==> config.mk <==
export PLATFORM = sky130hd
export DESIGN_NAME = rxfb_guard
export DESIGN_NICKNAME = d
export VERILOG_FILES = /design/src/design/rxfb_pkg.sv /design/src/design/rxfb_guard.sv /design/src/design/rxfb_sof_tx.sv
export SDC_FILE = /design/constraint.sdc
export NUM_CORES = 1
export LEC_CHECK = 0
export ABC_AREA = 0
export BUFFER_PORTS_ARGS = -buffer_cell sky130_fd_sc_hd__buf_2
export CORE_AREA = 8 8 91 109
export CTS_BUF_LIST = sky130_fd_sc_hd__clkbuf_8
export CTS_CLUSTER_DIAMETER = 60
export DETAILED_ROUTE_END_ITERATION = 12
export DIE_AREA = 0 0 99 117
export GPL_ROUTABILITY_DRIVEN = 0
export PLACE_DENSITY = 0.65
export SETUP_SLACK_MARGIN = 0.2
export SYNTH_ARGS = -nofsm -noshare
export SYNTH_HDL_FRONTEND = slang
export SYNTH_SLANG_ARGS = --single-unit
==> constraint.sdc <==
create_clock -name clock_i -period 2.15 [get_ports clock_i]
set_input_delay 0.1075 -clock clock_i [delete_from_list [all_inputs] [get_ports clock_i]]
set_output_delay 0.1075 -clock clock_i [all_outputs]
set_load 0.05 [all_outputs]
==> src/design/rxfb_pkg.sv <==
// Package with register map, fields, states and carriers for the receive frame buffer guard
package rxfb_pkg;

  // ----------------------------------------
  // Register offsets
  // ----------------------------------------
  localparam logic [7:0] REG_CTRL_ONE = 8'h04;
  localparam logic [7:0] REG_SOF_DELIM = 8'h0B;
  localparam logic [7:0] REG_CTRL_TWO = 8'h0C;
  localparam logic [7:0] REG_IRQ_STATUS = 8'h0E;
  localparam logic [7:0] REG_IRQ_MASK = 8'h0F;
  localparam logic [7:0] REG_GUARD_STATUS = 8'h10;

  // ----------------------------------------
  // Fields and reset values
  // ----------------------------------------
  localparam int BIT_EMPTY_IND_EN = 4;
  localparam int BIT_PROTECT_EN = 7;
  localparam logic [7:0] SOF_DELIM_RST = 8'hA7;
  localparam logic [7:0] CTRL_RST = 8'h00;
  localparam logic [3:0] SOF_LOW_NIBBLE_ZERO = 4'h0;
  localparam int NUM_EVENTS = 4;
  localparam int EV_RX_START = 0;
  localparam int EV_FRAME_DONE = 1;
  localparam int EV_FRAME_DROPPED = 2;
  localparam int EV_PROT_RELEASE = 3;
  localparam logic [7:0] SYM_PER_OCTET = 8'h02;

  // ----------------------------------------
  // Transceiver states
  // ----------------------------------------
  typedef enum logic [2:0] {
    TRX_OFF = 3'b000,
    TRX_RX_ON = 3'b001,
    TRX_RX_AUTO_ACK = 3'b010,
    TRX_TX = 3'b011,
    TRX_OTHER = 3'b100
  } rxfb_trx_state_t;

  // Receive-side frame sync machine
  typedef enum logic [1:0] {
    SYN_HUNT = 2'b00,
    SYN_WAIT_PHR = 2'b01,
    SYN_PAYLOAD = 2'b10
  } rxfb_sync_state_t;

  // ----------------------------------------
  // Carriers
  // ----------------------------------------
  typedef struct packed {
    logic [7:0] addr;
    logic [7:0] wdata;
    logic wr;
    logic rd;
  } rxfb_bus_req_t;

  typedef struct packed {
    logic octet_valid;
    logic [7:0] octet;
    logic phr_valid;
    logic frame_end;
    logic fcs_ok;
    logic rx_error;
  } rxfb_radio_t;

  typedef struct packed {
    logic fb_read_cmd;
    logic sel_n;
    logic fb_data_ready;
  } rxfb_spi_t;

endpackage

==> src/design/rxfb_guard.sv <==
// Receive frame buffer guard: empty indicator, overwrite protection, delimiter match
//
// Implementation choice: the strobed register port.
`timescale 1ns/1ps
module rxfb_guard (
  input wire logic clock_i,
  input wire logic nrst_i,
  input rxfb_pkg::rxfb_bus_req_t bus_i,
  output logic [7:0] rdata_o,
  input wire logic sel_n_i,
  input wire logic fb_read_cmd_i,
  input wire logic fb_data_ready_i,
  input wire logic host_fb_wr_i,
  input rxfb_pkg::rxfb_trx_state_t trx_state_i,
  input wire logic extended_mode_i,
  input wire logic [7:0] rx_detect_threshold_i,
  input rxfb_pkg::rxfb_radio_t radio_i,
  input wire logic preamble_last_i,
  output logic irq_pin_o,
  output logic fb_radio_wr_o,
  output logic [7:0] fb_radio_data_o,
  output logic rx_frame_done_event_o,
  output logic tx_bit_o,
  output logic tx_bit_valid_o,
  output logic delim_low_nibble_zero_o
);
  import rxfb_pkg::*;

  typedef struct packed {
    logic [1:0] sel_sync;
    logic sel_n;
    logic [7:0] ctrl_one;
    logic [7:0] ctrl_two;
    logic [7:0] sof_delim;
    logic [NUM_EVENTS-1:0] irq_status;
    logic [NUM_EVENTS-1:0] irq_mask;
    logic [7:0] rdata;
    logic fb_read_active;
    logic protected_q;
    logic in_frame_blocked;
    rxfb_sync_state_t sync;
    logic irq_pin;
    logic fb_wr;
    logic [7:0] fb_data;
    logic done_ev;
    logic delim_warn;
    logic tx_bit;
    logic tx_valid;
  } rxfb_guard_st_t;

  rxfb_guard_st_t st_ff;
  rxfb_guard_st_t nxt_st;
  logic ser_bit;
  logic ser_valid;
  logic sel_rise;
  logic rx_state;
  logic protect_en;
  logic [NUM_EVENTS-1:0] ev;
  logic frame_good;

  // ----------------------------------------
  // Transmit delimiter
  // ----------------------------------------
  rxfb_sof_tx u_sof_tx (
    .clock_i(clock_i),
    .nrst_i(nrst_i),
    .preamble_last_i(preamble_last_i),
    .delim_i(st_ff.sof_delim),
    .bit_o(ser_bit),
    .bit_valid_o(ser_valid)
  );

  // ----------------------------------------
  // Next state
  // ----------------------------------------
  always_comb begin
    nxt_st = st_ff;
    ev = '0;
    nxt_st.sel_sync = {st_ff.sel_sync[0], sel_n_i};
    nxt_st.sel_n = st_ff.sel_sync[1];
    sel_rise = st_ff.sel_sync[1] & ~st_ff.sel_n;
    rx_state = (trx_state_i == TRX_RX_ON) || (trx_state_i == TRX_RX_AUTO_ACK);
    // Threshold input deliberately unused here
    protect_en = st_ff.ctrl_two[BIT_PROTECT_EN] && rx_state;
    frame_good = extended_mode_i ? radio_i.frame_end : (radio_i.frame_end && radio_i.fcs_ok);

    // Register writes
    if (bus_i.wr) begin
      unique case (bus_i.addr)
        REG_CTRL_ONE: nxt_st.ctrl_one = bus_i.wdata;
        REG_CTRL_TWO: nxt_st.ctrl_two = bus_i.wdata;
        REG_SOF_DELIM: nxt_st.sof_delim = bus_i.wdata;
        REG_IRQ_MASK: nxt_st.irq_mask = bus_i.wdata[NUM_EVENTS-1:0];
        REG_IRQ_STATUS: nxt_st.irq_status = st_ff.irq_status & ~bus_i.wdata[NUM_EVENTS-1:0];
        default: ;
      endcase
    end

    // Register reads
    nxt_st.rdata = 8'h00;
    if (bus_i.rd) begin
      unique case (bus_i.addr)
        REG_CTRL_ONE: nxt_st.rdata = st_ff.ctrl_one;
        REG_CTRL_TWO: nxt_st.rdata = st_ff.ctrl_two;
        REG_SOF_DELIM: nxt_st.rdata = st_ff.sof_delim;
        REG_IRQ_MASK: nxt_st.rdata = {4'h0, st_ff.irq_mask};
        REG_IRQ_STATUS: nxt_st.rdata = {4'h0, st_ff.irq_status};
        REG_GUARD_STATUS: nxt_st.rdata = {5'h00, st_ff.sync == SYN_PAYLOAD, st_ff.fb_read_active, st_ff.protected_q};
        default: nxt_st.rdata = 8'h00;
      endcase
    end

    // Buffer read window, command to deselect
    if (fb_read_cmd_i && !st_ff.sel_n) begin
      nxt_st.fb_read_active = 1'b1;
    end else if (sel_rise) begin
      nxt_st.fb_read_active = 1'b0;
    end

    // Frame sync and radio write path
    nxt_st.fb_wr = 1'b0;
    nxt_st.done_ev = 1'b0;
    if (!rx_state) begin
      nxt_st.sync = SYN_HUNT;
    end else begin
      unique case (st_ff.sync)
        SYN_HUNT: begin
          if (radio_i.octet_valid && radio_i.octet == st_ff.sof_delim) begin
            nxt_st.sync = SYN_WAIT_PHR;
            nxt_st.in_frame_blocked = st_ff.protected_q;
          end
        end
        SYN_WAIT_PHR: begin
          if (radio_i.phr_valid) begin
            nxt_st.sync = SYN_PAYLOAD;
            ev[EV_RX_START] = 1'b1;
          end else if (radio_i.rx_error) begin
            nxt_st.sync = SYN_HUNT;
          end
        end
        SYN_PAYLOAD: begin
          if (radio_i.octet_valid && !st_ff.in_frame_blocked) begin
            nxt_st.fb_wr = 1'b1;
            nxt_st.fb_data = radio_i.octet;
          end
          if (radio_i.frame_end || radio_i.rx_error) begin
            nxt_st.sync = SYN_HUNT;
            nxt_st.done_ev = radio_i.frame_end && !st_ff.in_frame_blocked;
            ev[EV_FRAME_DONE] = radio_i.frame_end && !st_ff.in_frame_blocked;
            ev[EV_FRAME_DROPPED] = st_ff.in_frame_blocked;
            if (frame_good && protect_en && !st_ff.in_frame_blocked) begin
              nxt_st.protected_q = 1'b1;
            end
          end
        end
        default: nxt_st.sync = SYN_HUNT;
      endcase
    end

    // Protection release; host writes are never gated
    if (st_ff.protected_q && ((sel_rise && st_ff.fb_read_active) || !protect_en)) begin
      nxt_st.protected_q = 1'b0;
      ev[EV_PROT_RELEASE] = 1'b1;
    end

    // Sticky status, set wins over clear
    nxt_st.irq_status = nxt_st.irq_status | ev;

    // Interrupt pin role
    if (st_ff.ctrl_one[BIT_EMPTY_IND_EN] && st_ff.fb_read_active) begin
      nxt_st.irq_pin = ~fb_data_ready_i | radio_i.rx_error | (st_ff.irq_pin & ~fb_data_ready_i);
    end else begin
      nxt_st.irq_pin = |(nxt_st.irq_status & st_ff.irq_mask);
    end

    nxt_st.delim_warn = (st_ff.sof_delim[3:0] == SOF_LOW_NIBBLE_ZERO);

    // Serial delimiter bit retimed onto the output flops
    nxt_st.tx_bit = ser_bit;
    nxt_st.tx_valid = ser_valid;
  end

  // ----------------------------------------
  // State register
  // ----------------------------------------
  always_ff @(posedge clock_i or negedge nrst_i) begin
    if (!nrst_i) begin
      st_ff <= '0;
      st_ff.sel_sync <= 2'b11;
      st_ff.sel_n <= 1'b1;
      st_ff.ctrl_one <= CTRL_RST;
      st_ff.ctrl_two <= CTRL_RST;
      st_ff.sof_delim <= SOF_DELIM_RST;
      st_ff.protected_q <= 1'b0;
    end else begin
      st_ff <= nxt_st;
    end
  end

  // ----------------------------------------
  // Outputs
  // ----------------------------------------
  assign rdata_o = st_ff.rdata;
  assign irq_pin_o = st_ff.irq_pin;
  assign fb_radio_wr_o = st_ff.fb_wr;
  assign fb_radio_data_o = st_ff.fb_data;
  assign rx_frame_done_event_o = st_ff.done_ev;
  assign tx_bit_o = st_ff.tx_bit;
  assign tx_bit_valid_o = st_ff.tx_valid;
  assign delim_low_nibble_zero_o = st_ff.delim_warn;
endmodule

==> src/design/rxfb_sof_tx.sv <==
// Delimiter serialiser for the transmit path, low bit first
`timescale 1ns/1ps
module rxfb_sof_tx (
  input wire logic clock_i,
  input wire logic nrst_i,
  input wire logic preamble_last_i,
  input wire logic [7:0] delim_i,
  output logic bit_o,
  output logic bit_valid_o
);
  import rxfb_pkg::*;

  typedef struct packed {
    logic [7:0] shift;
    logic [3:0] cnt;
    logic bit_q;
    logic valid;
  } rxfb_sof_tx_st_t;

  rxfb_sof_tx_st_t st_ff;
  rxfb_sof_tx_st_t nxt_st;

  // ----------------------------------------
  // Serialiser
  // ----------------------------------------
  always_comb begin
    nxt_st = st_ff;
    nxt_st.valid = 1'b0;
    if (preamble_last_i) begin
      nxt_st.shift = delim_i;
      nxt_st.cnt = 4'h8;
    end else if (st_ff.cnt != 4'h0) begin
      nxt_st.bit_q = st_ff.shift[0];
      nxt_st.valid = 1'b1;
      nxt_st.shift = {1'b0, st_ff.shift[7:1]};
      nxt_st.cnt = st_ff.cnt - 4'h1;
    end
  end

  always_ff @(posedge clock_i or negedge nrst_i) begin
    if (!nrst_i) begin
      st_ff <= '0;
    end else begin
      st_ff <= nxt_st;
    end
  end

  assign bit_o = st_ff.bit_q;
  assign bit_valid_o = st_ff.valid;
endmodule

* Word-level counts from Yosys, hierarchy flattened
Index checks and enable logic that the tools add are counted.
Cells by class: bitwise operators 11, multiplexer cells 34, eq/ne operators 14, multipliers 0, div/mod/pow operators 0, order comparisons 0, reductions and logical operators 36, shift-type cells 0, add/sub/neg operators 1
Operator list (number):
- $pmux W8 S6 | 1
- $eq A8 B4 Y1 const B | 4
- $mux W10 | 2
- $mux W8 | 2
- $mux W1 | 14
- $mux W14 | 1
- $mux W2 | 7
- $mux W12 | 1
- $reduce_bool A2 Y1 | 6
- $logic_and A1 B1 Y1 | 11
- $reduce_and A2 Y1 | 5
- $mux W9 | 1
- $reduce_and A3 Y1 | 3
- $and A4 B4 Y4 | 2
- $eq A8 B3 Y1 const B | 1
- $eq A8 B5 Y1 const B | 1
- $eq A8 B8 Y1 | 1
- $mux W4 | 2
- $mux W3 | 2
- $pmux W2 S3 | 1
- $logic_not A4 Y1 | 1
- $ne A4 B4 Y1 const B | 1
- $not A4 Y4 | 1
- $or A4 B4 Y4 | 1
- other kinds (16) | 24
Storage, ports and cells: RAM bits 0, memory bits (read-only) 0, input port bits 50, logic and storage cells 119, bits in latches 0, memories kept 0, register bits 76

* Longest topological paths before layout
Gate-level depths: netlist of run 1.
depth in word-level cells 11, depth in mapped cells 8, depth with buffers taken out 6

* Modules after synthesis
Synthesis of run 1 repeated with hierarchy kept, for this count alone.
Second synthesis, totals: cell total of the unflattened synthesis 306, area, all modules 3656.0 um^2
By module, submodules not included:
- rxfb_guard | instances 1, cells an instance 240, area each 2999.1 um^2, sequential area each 1561.5 um^2
- rxfb_sof_tx | instances 1, cells an instance 66, area each 656.9 um^2, sequential area each 350.3 um^2

* Worst setup path after synthesis of run 1
Ideal clock, no wire load.
path kind flip-flop to flip-flop, start point reg st_ff[59] (netlist name), end point reg st_ff (netlist bit irq_pin_o), data required time 2019 ps, library setup time 131 ps, data arrival time 1651 ps, setup slack 368 ps, cell stages (with the launch flop) 6, path buffers 0, period minus slack after synthesis 1782 ps, cells stage by stage dfstp_2 > and3b_1 > or4b_1 > a32o_1 > a211oi_2 > a31oi_1
RTL lines:
- start: declaration | line rxfb_guard.sv:51 | rxfb_guard_st_t st_ff;
- start signal: assignment | line rxfb_guard.sv:196 | st_ff <= nxt_st;

==> summary.md, run 1 <==
| Metric | Value |
|---|---|
| Initial core utilization | 0.428 |
| Initial antenna violation count | 0 |
| # port buffers | slightly above 60 |
| Final period util | 0.867 |
| MaxCap Viol Count | 0 |
| M1 WL | between 3 and 4 mm |
| Post-synthesis cell area | around 3500 sq um |
| Critical Path Fanout Max | 3 |
| Avg Cell Area, Syn | approximately 12 sq um |
| DRC Markers | 0 |
| Worst setup path category | reg2reg |
| Power consumption | ~3.4 mW |
| TritonCTS clock tree | yes |
| Dpl hpwl | around 5.9 mm |
| Status | completed |
| Syn nets | between 300 and 400 |
| Reg2Reg Depth | 5 |
| Crit. End Element | flop |
| Wirelength per Cell | between 15 and 20 um |
| Largest net degree at the start of global routing | 42 |
| Setup violators final | 0 |
| Routed vias | about 2400 |
| Final ANT Viol Nets | 0 |
| WL met2 | slightly above 4 mm |
| Final setup margin | between 0.2 and 0.3 ns |
| Highest Signal Layer | met4 |
| GRT Util Overall | 0.143 |
| Die W | between 90 and 100 um |
| I/O pins | between 70 and 80 |
| Rows | 37 |
| Placed Cells | approximately 430 |
| Routed WL | a little under 8 mm |
| H-tree lvl count | 3 |
| Die Y | approximately 120 um |
| Most frequent cells in the layout | dfrtp_1 (68), buf_2 (61), mux2_1 (27) |
| Setup_tns | 0 ns |
| Worst slew pin tran | around 0.56 ns |
| First-pass GRT wire length | approximately 13 mm |
| Final min period | 1.86 ns |
| Power Density | 810 nW/um^2 |
| Avg Vias per Cell | 5.45 |
| Syn. warnings | 0 |
| Number of synthesized register bits | 76 |
| Clk Latency, worst-skew pair | between 0.3 and 0.4 ns |
| Async SR Flop Fraction | 1.00 |
| Worst Hold Depth | 2 |
| CP Data Arrival Time | approximately 2.1 ns |
| Clock sink count | 76 |
| Final #Nets | around 400 |
| Antenna diodes | 0 |
| Grt total ovfl | 0 |
| Core area | slightly above 8000 sq um |
| Leading area contributor after synthesis | dfrtp_1 |
| RSZ-0062 raised after global routing | false |
| Placement Setup Slack | 0.223 ns |
| Netlist cell types | 54 |
| Final hold violation count | 0 |
| DR iter-0 viols | between 100 and 150 |
| Area share of the largest cell type after synthesis | 0.480 |
| Finished Layout Cells | approximately 450 |
| Most common cell after layout, fill and taps aside | dfrtp_1 |
| Crit path required time | ~2.4 ns |
| Startpoint types | flop |
| First-pass iteration count of the detailed router | 4 |
| Mapped Cells | roughly 290 |
| Clock Path Buffers | 2 |
| Metal3 WL | just over 500 um |
| CTS Buf Count | 9 |
| Slew Viols, Final | 0 |
| Fmax | between 0.5 and 0.6 GHz |
| Full die area | roughly 12000 sq um |
| Clock transition at the registers of the reported paths | ~0.080 ns |
| Worst slew margin | 0.623 |
| Register area share after synthesis | 0.539 |
| Number of synthesized flops with an enable pin | 0 |
| Area growth syn-to-layout | 16.7% |
| Layout cell share with drive strength beyond 1 | 0.325 |
| Static leakage power | 1.98 nW |
| Ys flop type | dfrtp_1 |
| Vias in the first global route | about 2600 |
| Peak supply drop | between 0.0004 and 0.0005 V |
| CTS root buffer | clkbuf_8 |
| HP Class | in2reg |
| Dominant cells by area after synthesis | dfrtp_1 (48%), mux2_1 (8.6%), dfstp_2 (5.9%) |
| Clk_skew | between 0.008 and 0.009 ns |
cells by family after synthesis:
group                    after synthesis  synth area share
AND/OR/NAND/NOR                       77             0.128
XOR/XNOR                              11            0.0272
adder cells (fa/ha/maj)                2           0.00706
multiplexers                          46             0.143
flip-flops                            76             0.539
AO/OA/AOI/OAI                         48            0.0992
buffers and inverters                 31            0.0561
cells in the mapped netlist (all sizes together), types with 4 or more instances:
master	instances
nor2	14
dfrtp	68
and2	4
nor3b	4
a31oi	6
nand2	22
nor4	4
dfstp	8
a222oi	4
o21ai	12
xnor2	4
mux2	38
inv	5
xor2	7
buf	23
nor3	7
a21oi	5
mux2i	8
a22oi	7
final timing paths:
path / start / end / slack (ns)
setup / recovery: st_ff[59] / irq_pin_o / 0.29
hold / removal: bus_i[7] / st_ff[48] / 0.01
setup reg to reg: st_ff[59] / irq_pin_o / 0.29
hold reg to reg: u_sof_tx.bit_valid_o / tx_bit_valid_o / 0.36
max in group asynchronous: nrst_i / st_ff[37] / 1.22
min in group asynchronous: nrst_i / tx_bit_valid_o / 0.28
power by group:
group / switching (mW) / internal [mW]
Combinational: 0.264 / 0.195
Sequential: 0.0672 / 1.53
Clock: 0.500 / 0.795
Total: 0.831 / 2.52
flip-flops by register name (all words and copies together), names as in the netlist:
| register | flops |
|---|---|
| fb_radio_wr_o | 1 |
| rdata_o | 8 |
| irq_pin_o | 1 |
| rx_frame_done_event_o | 1 |
| fb_radio_data_o | 8 |
| u_sof_tx.bit_o | 1 |
| u_sof_tx.bit_valid_o | 1 |
| st_ff | 38 |
| nxt_st | 2 |
| delim_low_nibble_zero_o | 1 |
| u_sof_tx.st_ff | 12 |
| tx_bit_o | 1 |
| tx_bit_valid_o | 1 |
per-layer routing:
metal  vias up  global-route usage
met4         0              0.0585
met2        70               0.245
li1       1148                   -
met1      1213               0.167
met3         9              0.0396
met5         -                   0
critical path: stages (launching register included):
cell and delay (ns):
dfstp_2 0.54, and3b_1 0.17, or4b_1 0.52, a32o_1 0.29
a211oi_2 0.13, a31oi_1 0.09
stage by stage:
stage	utilization	cell area, sq um	hold slack, ns
2_1_floorplan	-	3540	-0.188
3_3_place_gp	0.464	3850	0.115
3_5_place_dp	0.464	3850	0.120
4_1_cts	0.498	4130	0.000388
5_1_grt	0.499	4140	0.0116
6_report	0.499	4140	0.0120
area by class of cell:
class                           instances  area [sq um]
Clock buffer                           10           138
Timing Repair Buffer                   70           395
Clock inverter                          6           105
Tap cell                               97           121
Sequential cell                        76          1910
Inverter                                5          18.8
Fill cell                             770          4150
Multi-Input combinational cell        184          1450
what timing repair did:
| action | 4_1_cts | 5_1_grt |
|---|---|---|
| hold buffers | 4 | 0 |
| endpoints found under the setup margin | 0 | 9 |
| buffers inserted | 0 | 0 |
| endpoints found under the hold margin | 40 | 0 |
| resized for setup | 0 | 2 |
Power figures use the tool's default switching activity.
==> run 2: changes to the inputs <==
--- a/config.mk
+++ b/config.mk
@@ -14,5 +14,5 @@
 export DIE_AREA = 0 0 99 117
 export GPL_ROUTABILITY_DRIVEN = 0
-export PLACE_DENSITY = 0.65
+export PLACE_DENSITY = 0.72
 export SETUP_SLACK_MARGIN = 0.2
 export SYNTH_ARGS = -nofsm -noshare
==> constraint.sdc (replaced) <==
create_clock -name clock_i -period 2.15 [get_ports clock_i]
set_input_delay 0.215 -clock clock_i [delete_from_list [all_inputs] [get_ports clock_i]]
set_output_delay 0.215 -clock clock_i [all_outputs]
set_load 0.05 [all_outputs]
==> summary.md, run 2 (same netlist as run 1, synthesis figures left out) <==
| Metric | Value |
|---|---|
| Status | completed |
| RSZ-0062 raised after global routing | false |
| HP Class | in2reg |
| Die Y | approximately 120 um |
| Setup violators final | 0 |
| DRC Markers | 0 |
| Fmax | around 0.53 GHz |
| Static leakage power | ~1.9 nW |
| First-pass iteration count of the detailed router | 4 |
| Slew Viols, Final | 0 |
| Dpl hpwl | between 5 and 6 mm |
| I/O pins | 72 |
| Routed vias | 2479 |
| TritonCTS clock tree | yes |
| # port buffers | a little over 60 |
| Worst slew margin | 0.624 |
| Layout cell share with drive strength beyond 1 | 0.331 |
| First-pass GRT wire length | between 10 and 15 mm |
| H-tree lvl count | 3 |
| Most frequent cells in the layout | dfrtp_1 (68), buf_2 (61), mux2_1 (27) |
| Antenna diodes | 0 |
| Vias in the first global route | 2628 |
| MaxCap Viol Count | 0 |
| Area growth syn-to-layout | 15.0% |
| Peak supply drop | 0.000451 V |
| GRT Util Overall | 0.146 |
| CP Data Arrival Time | approximately 2.1 ns |
| Critical Path Fanout Max | 3 |
| Worst path slowest cell | dfstp_2 |
| Clock sink count | 76 |
| Slowest stage delay, CP | 0.53 ns |
| Top Registers | st_ff x38, u_sof_tx.st_ff x12 |
| Worst path buffer plus inverter count | 0 |
| Routed WL | about 8 mm |
| Initial antenna violation count | 0 |
| Crit path required time | roughly 2.4 ns |
| Final hold violation count | 0 |
| CTS Buf Count | 9 |
| CTS root buffer | clkbuf_8 |
| Crit-path cells | and3b_1 > or4b_1 > a32o_1 > a211oi_2 > a31oi_1 |
| Largest register FFs | 38 |
| Largest register by flop count | st_ff |
| Most common cell after layout, fill and taps aside | dfrtp_1 |
| Grt total ovfl | 0 |
| Crit. End Element | flop |
| Final period util | 0.874 |
| Largest net degree at the start of global routing | 43 |
| Startpoint types | flop |
| Top Family by Delay on Critical Path | simple AND/OR/NAND/NOR gates |
| Clock Path Buffers | 2 |
| DR iter-0 viols | roughly 140 |
| Avg Vias per Cell | around 5.5 |
| Clk_skew | approximately 0.011 ns |
| Clk Latency, worst-skew pair | 0.35 ns |
| Wirelength per Cell | roughly 18 um |
| Setup_tns | 0 ns |
| Post-layout util | 0.492 |
| Worst slew pin tran | between 0.5 and 0.6 ns |
| Clock transition at the registers of the reported paths | approximately 0.08 ns |
| Initial core utilization | 0.428 |
| Rows | 37 |
| Power Density | 768 nW/um^2 |
| Die W | a little under 100 um |
| Final min period | about 1.9 ns |
| Worst setup path category | reg2reg |
| Core area | 8290 sq um |
| Final #Nets | between 300 and 400 |
| Full die area | between 10000 and 15000 sq um |
| Final ANT Viol Nets | 0 |
[run 2: area by class of cell]
cell class | count | area (sq um)
Fill cell | 752 | 4210
Sequential cell | 76 | 1910
Multi-Input combinational cell | 184 | 1450
Timing Repair Buffer | 69 | 383
Clock buffer | 9 | 124
Tap cell | 97 | 121
Clock inverter | 7 | 70.1
Inverter | 5 | 18.8
[run 2: worst min-delay path, delay by kind of cell]
| kind | cells | cell delay [ns] |
|---|---|---|
| compound gates | 1 | 0.06 |
| buf+inv | 2 | 0.12 |
[run 2: what timing repair did]
item | 4_1_cts | 5_1_grt
endpoints found under the hold margin | 35 | 0
endpoints found under the setup margin | 5 | 8
buffers inserted | 0 | 0
gates resized for setup | 1 | 1
pin swaps | 0 | 0
hold buffers | 2 | 0
[run 2: path summary, 6_finish.rpt]
| check | startpoint | end | slack (ns) | cells past startpoint |
|---|---|---|---|---|
| max | st_ff[59] | irq_pin_o | 0.27 | 5 |
| min | fb_read_cmd_i | st_ff[18] | 0.09 | 3 |
| max reg2reg | st_ff[59] | irq_pin_o | 0.27 | 5 |
| min reg2reg | u_sof_tx.bit_valid_o | tx_bit_valid_o | 0.36 | 0 |
| max in group asynchronous | nrst_i | st_ff[42] | 1.09 | 3 |
| min in group asynchronous | nrst_i | st_ff[48] | 0.40 | 2 |
[run 2: metal layers]
layer / part of all wire / routed length (um) / GRT usage / vias up
met4: 0.032 / 257 / 0.0923 / 0
met2: 0.50 / 4080 / 0.249 / 77
li1: - / - / - / 1147
met3: 0.057 / 457 / 0.0308 / 16
met5: 0 / 0 / 0 / -
met1: 0.41 / 3290 / 0.165 / 1239
[run 2: through the flow]
step | area [sq um] | power (mW) | std cells | hold WS, ns | worst slack (ns)
floorplan | 3540 | 1.93 | 291 | -0.0806 | 0.368
global placement | 3850 | 2.07 | 429 | 0.236 | 0.270
detailed placement | 3850 | 2.09 | 429 | 0.242 | 0.196
CTS | 4070 | 3.17 | 447 | 0.0737 | 0.261
global route | 4080 | 3.27 | 447 | 0.114 | 0.205
finish | 4080 | 3.13 | 447 | 0.0901 | 0.271
[run 2: report_power, final]
part           switching, mW  leakage [nW]  internal (mW)
Combinational          0.272         0.845          0.193
Sequential            0.0662          1.01           1.53
Clock                  0.536        0.0926          0.531
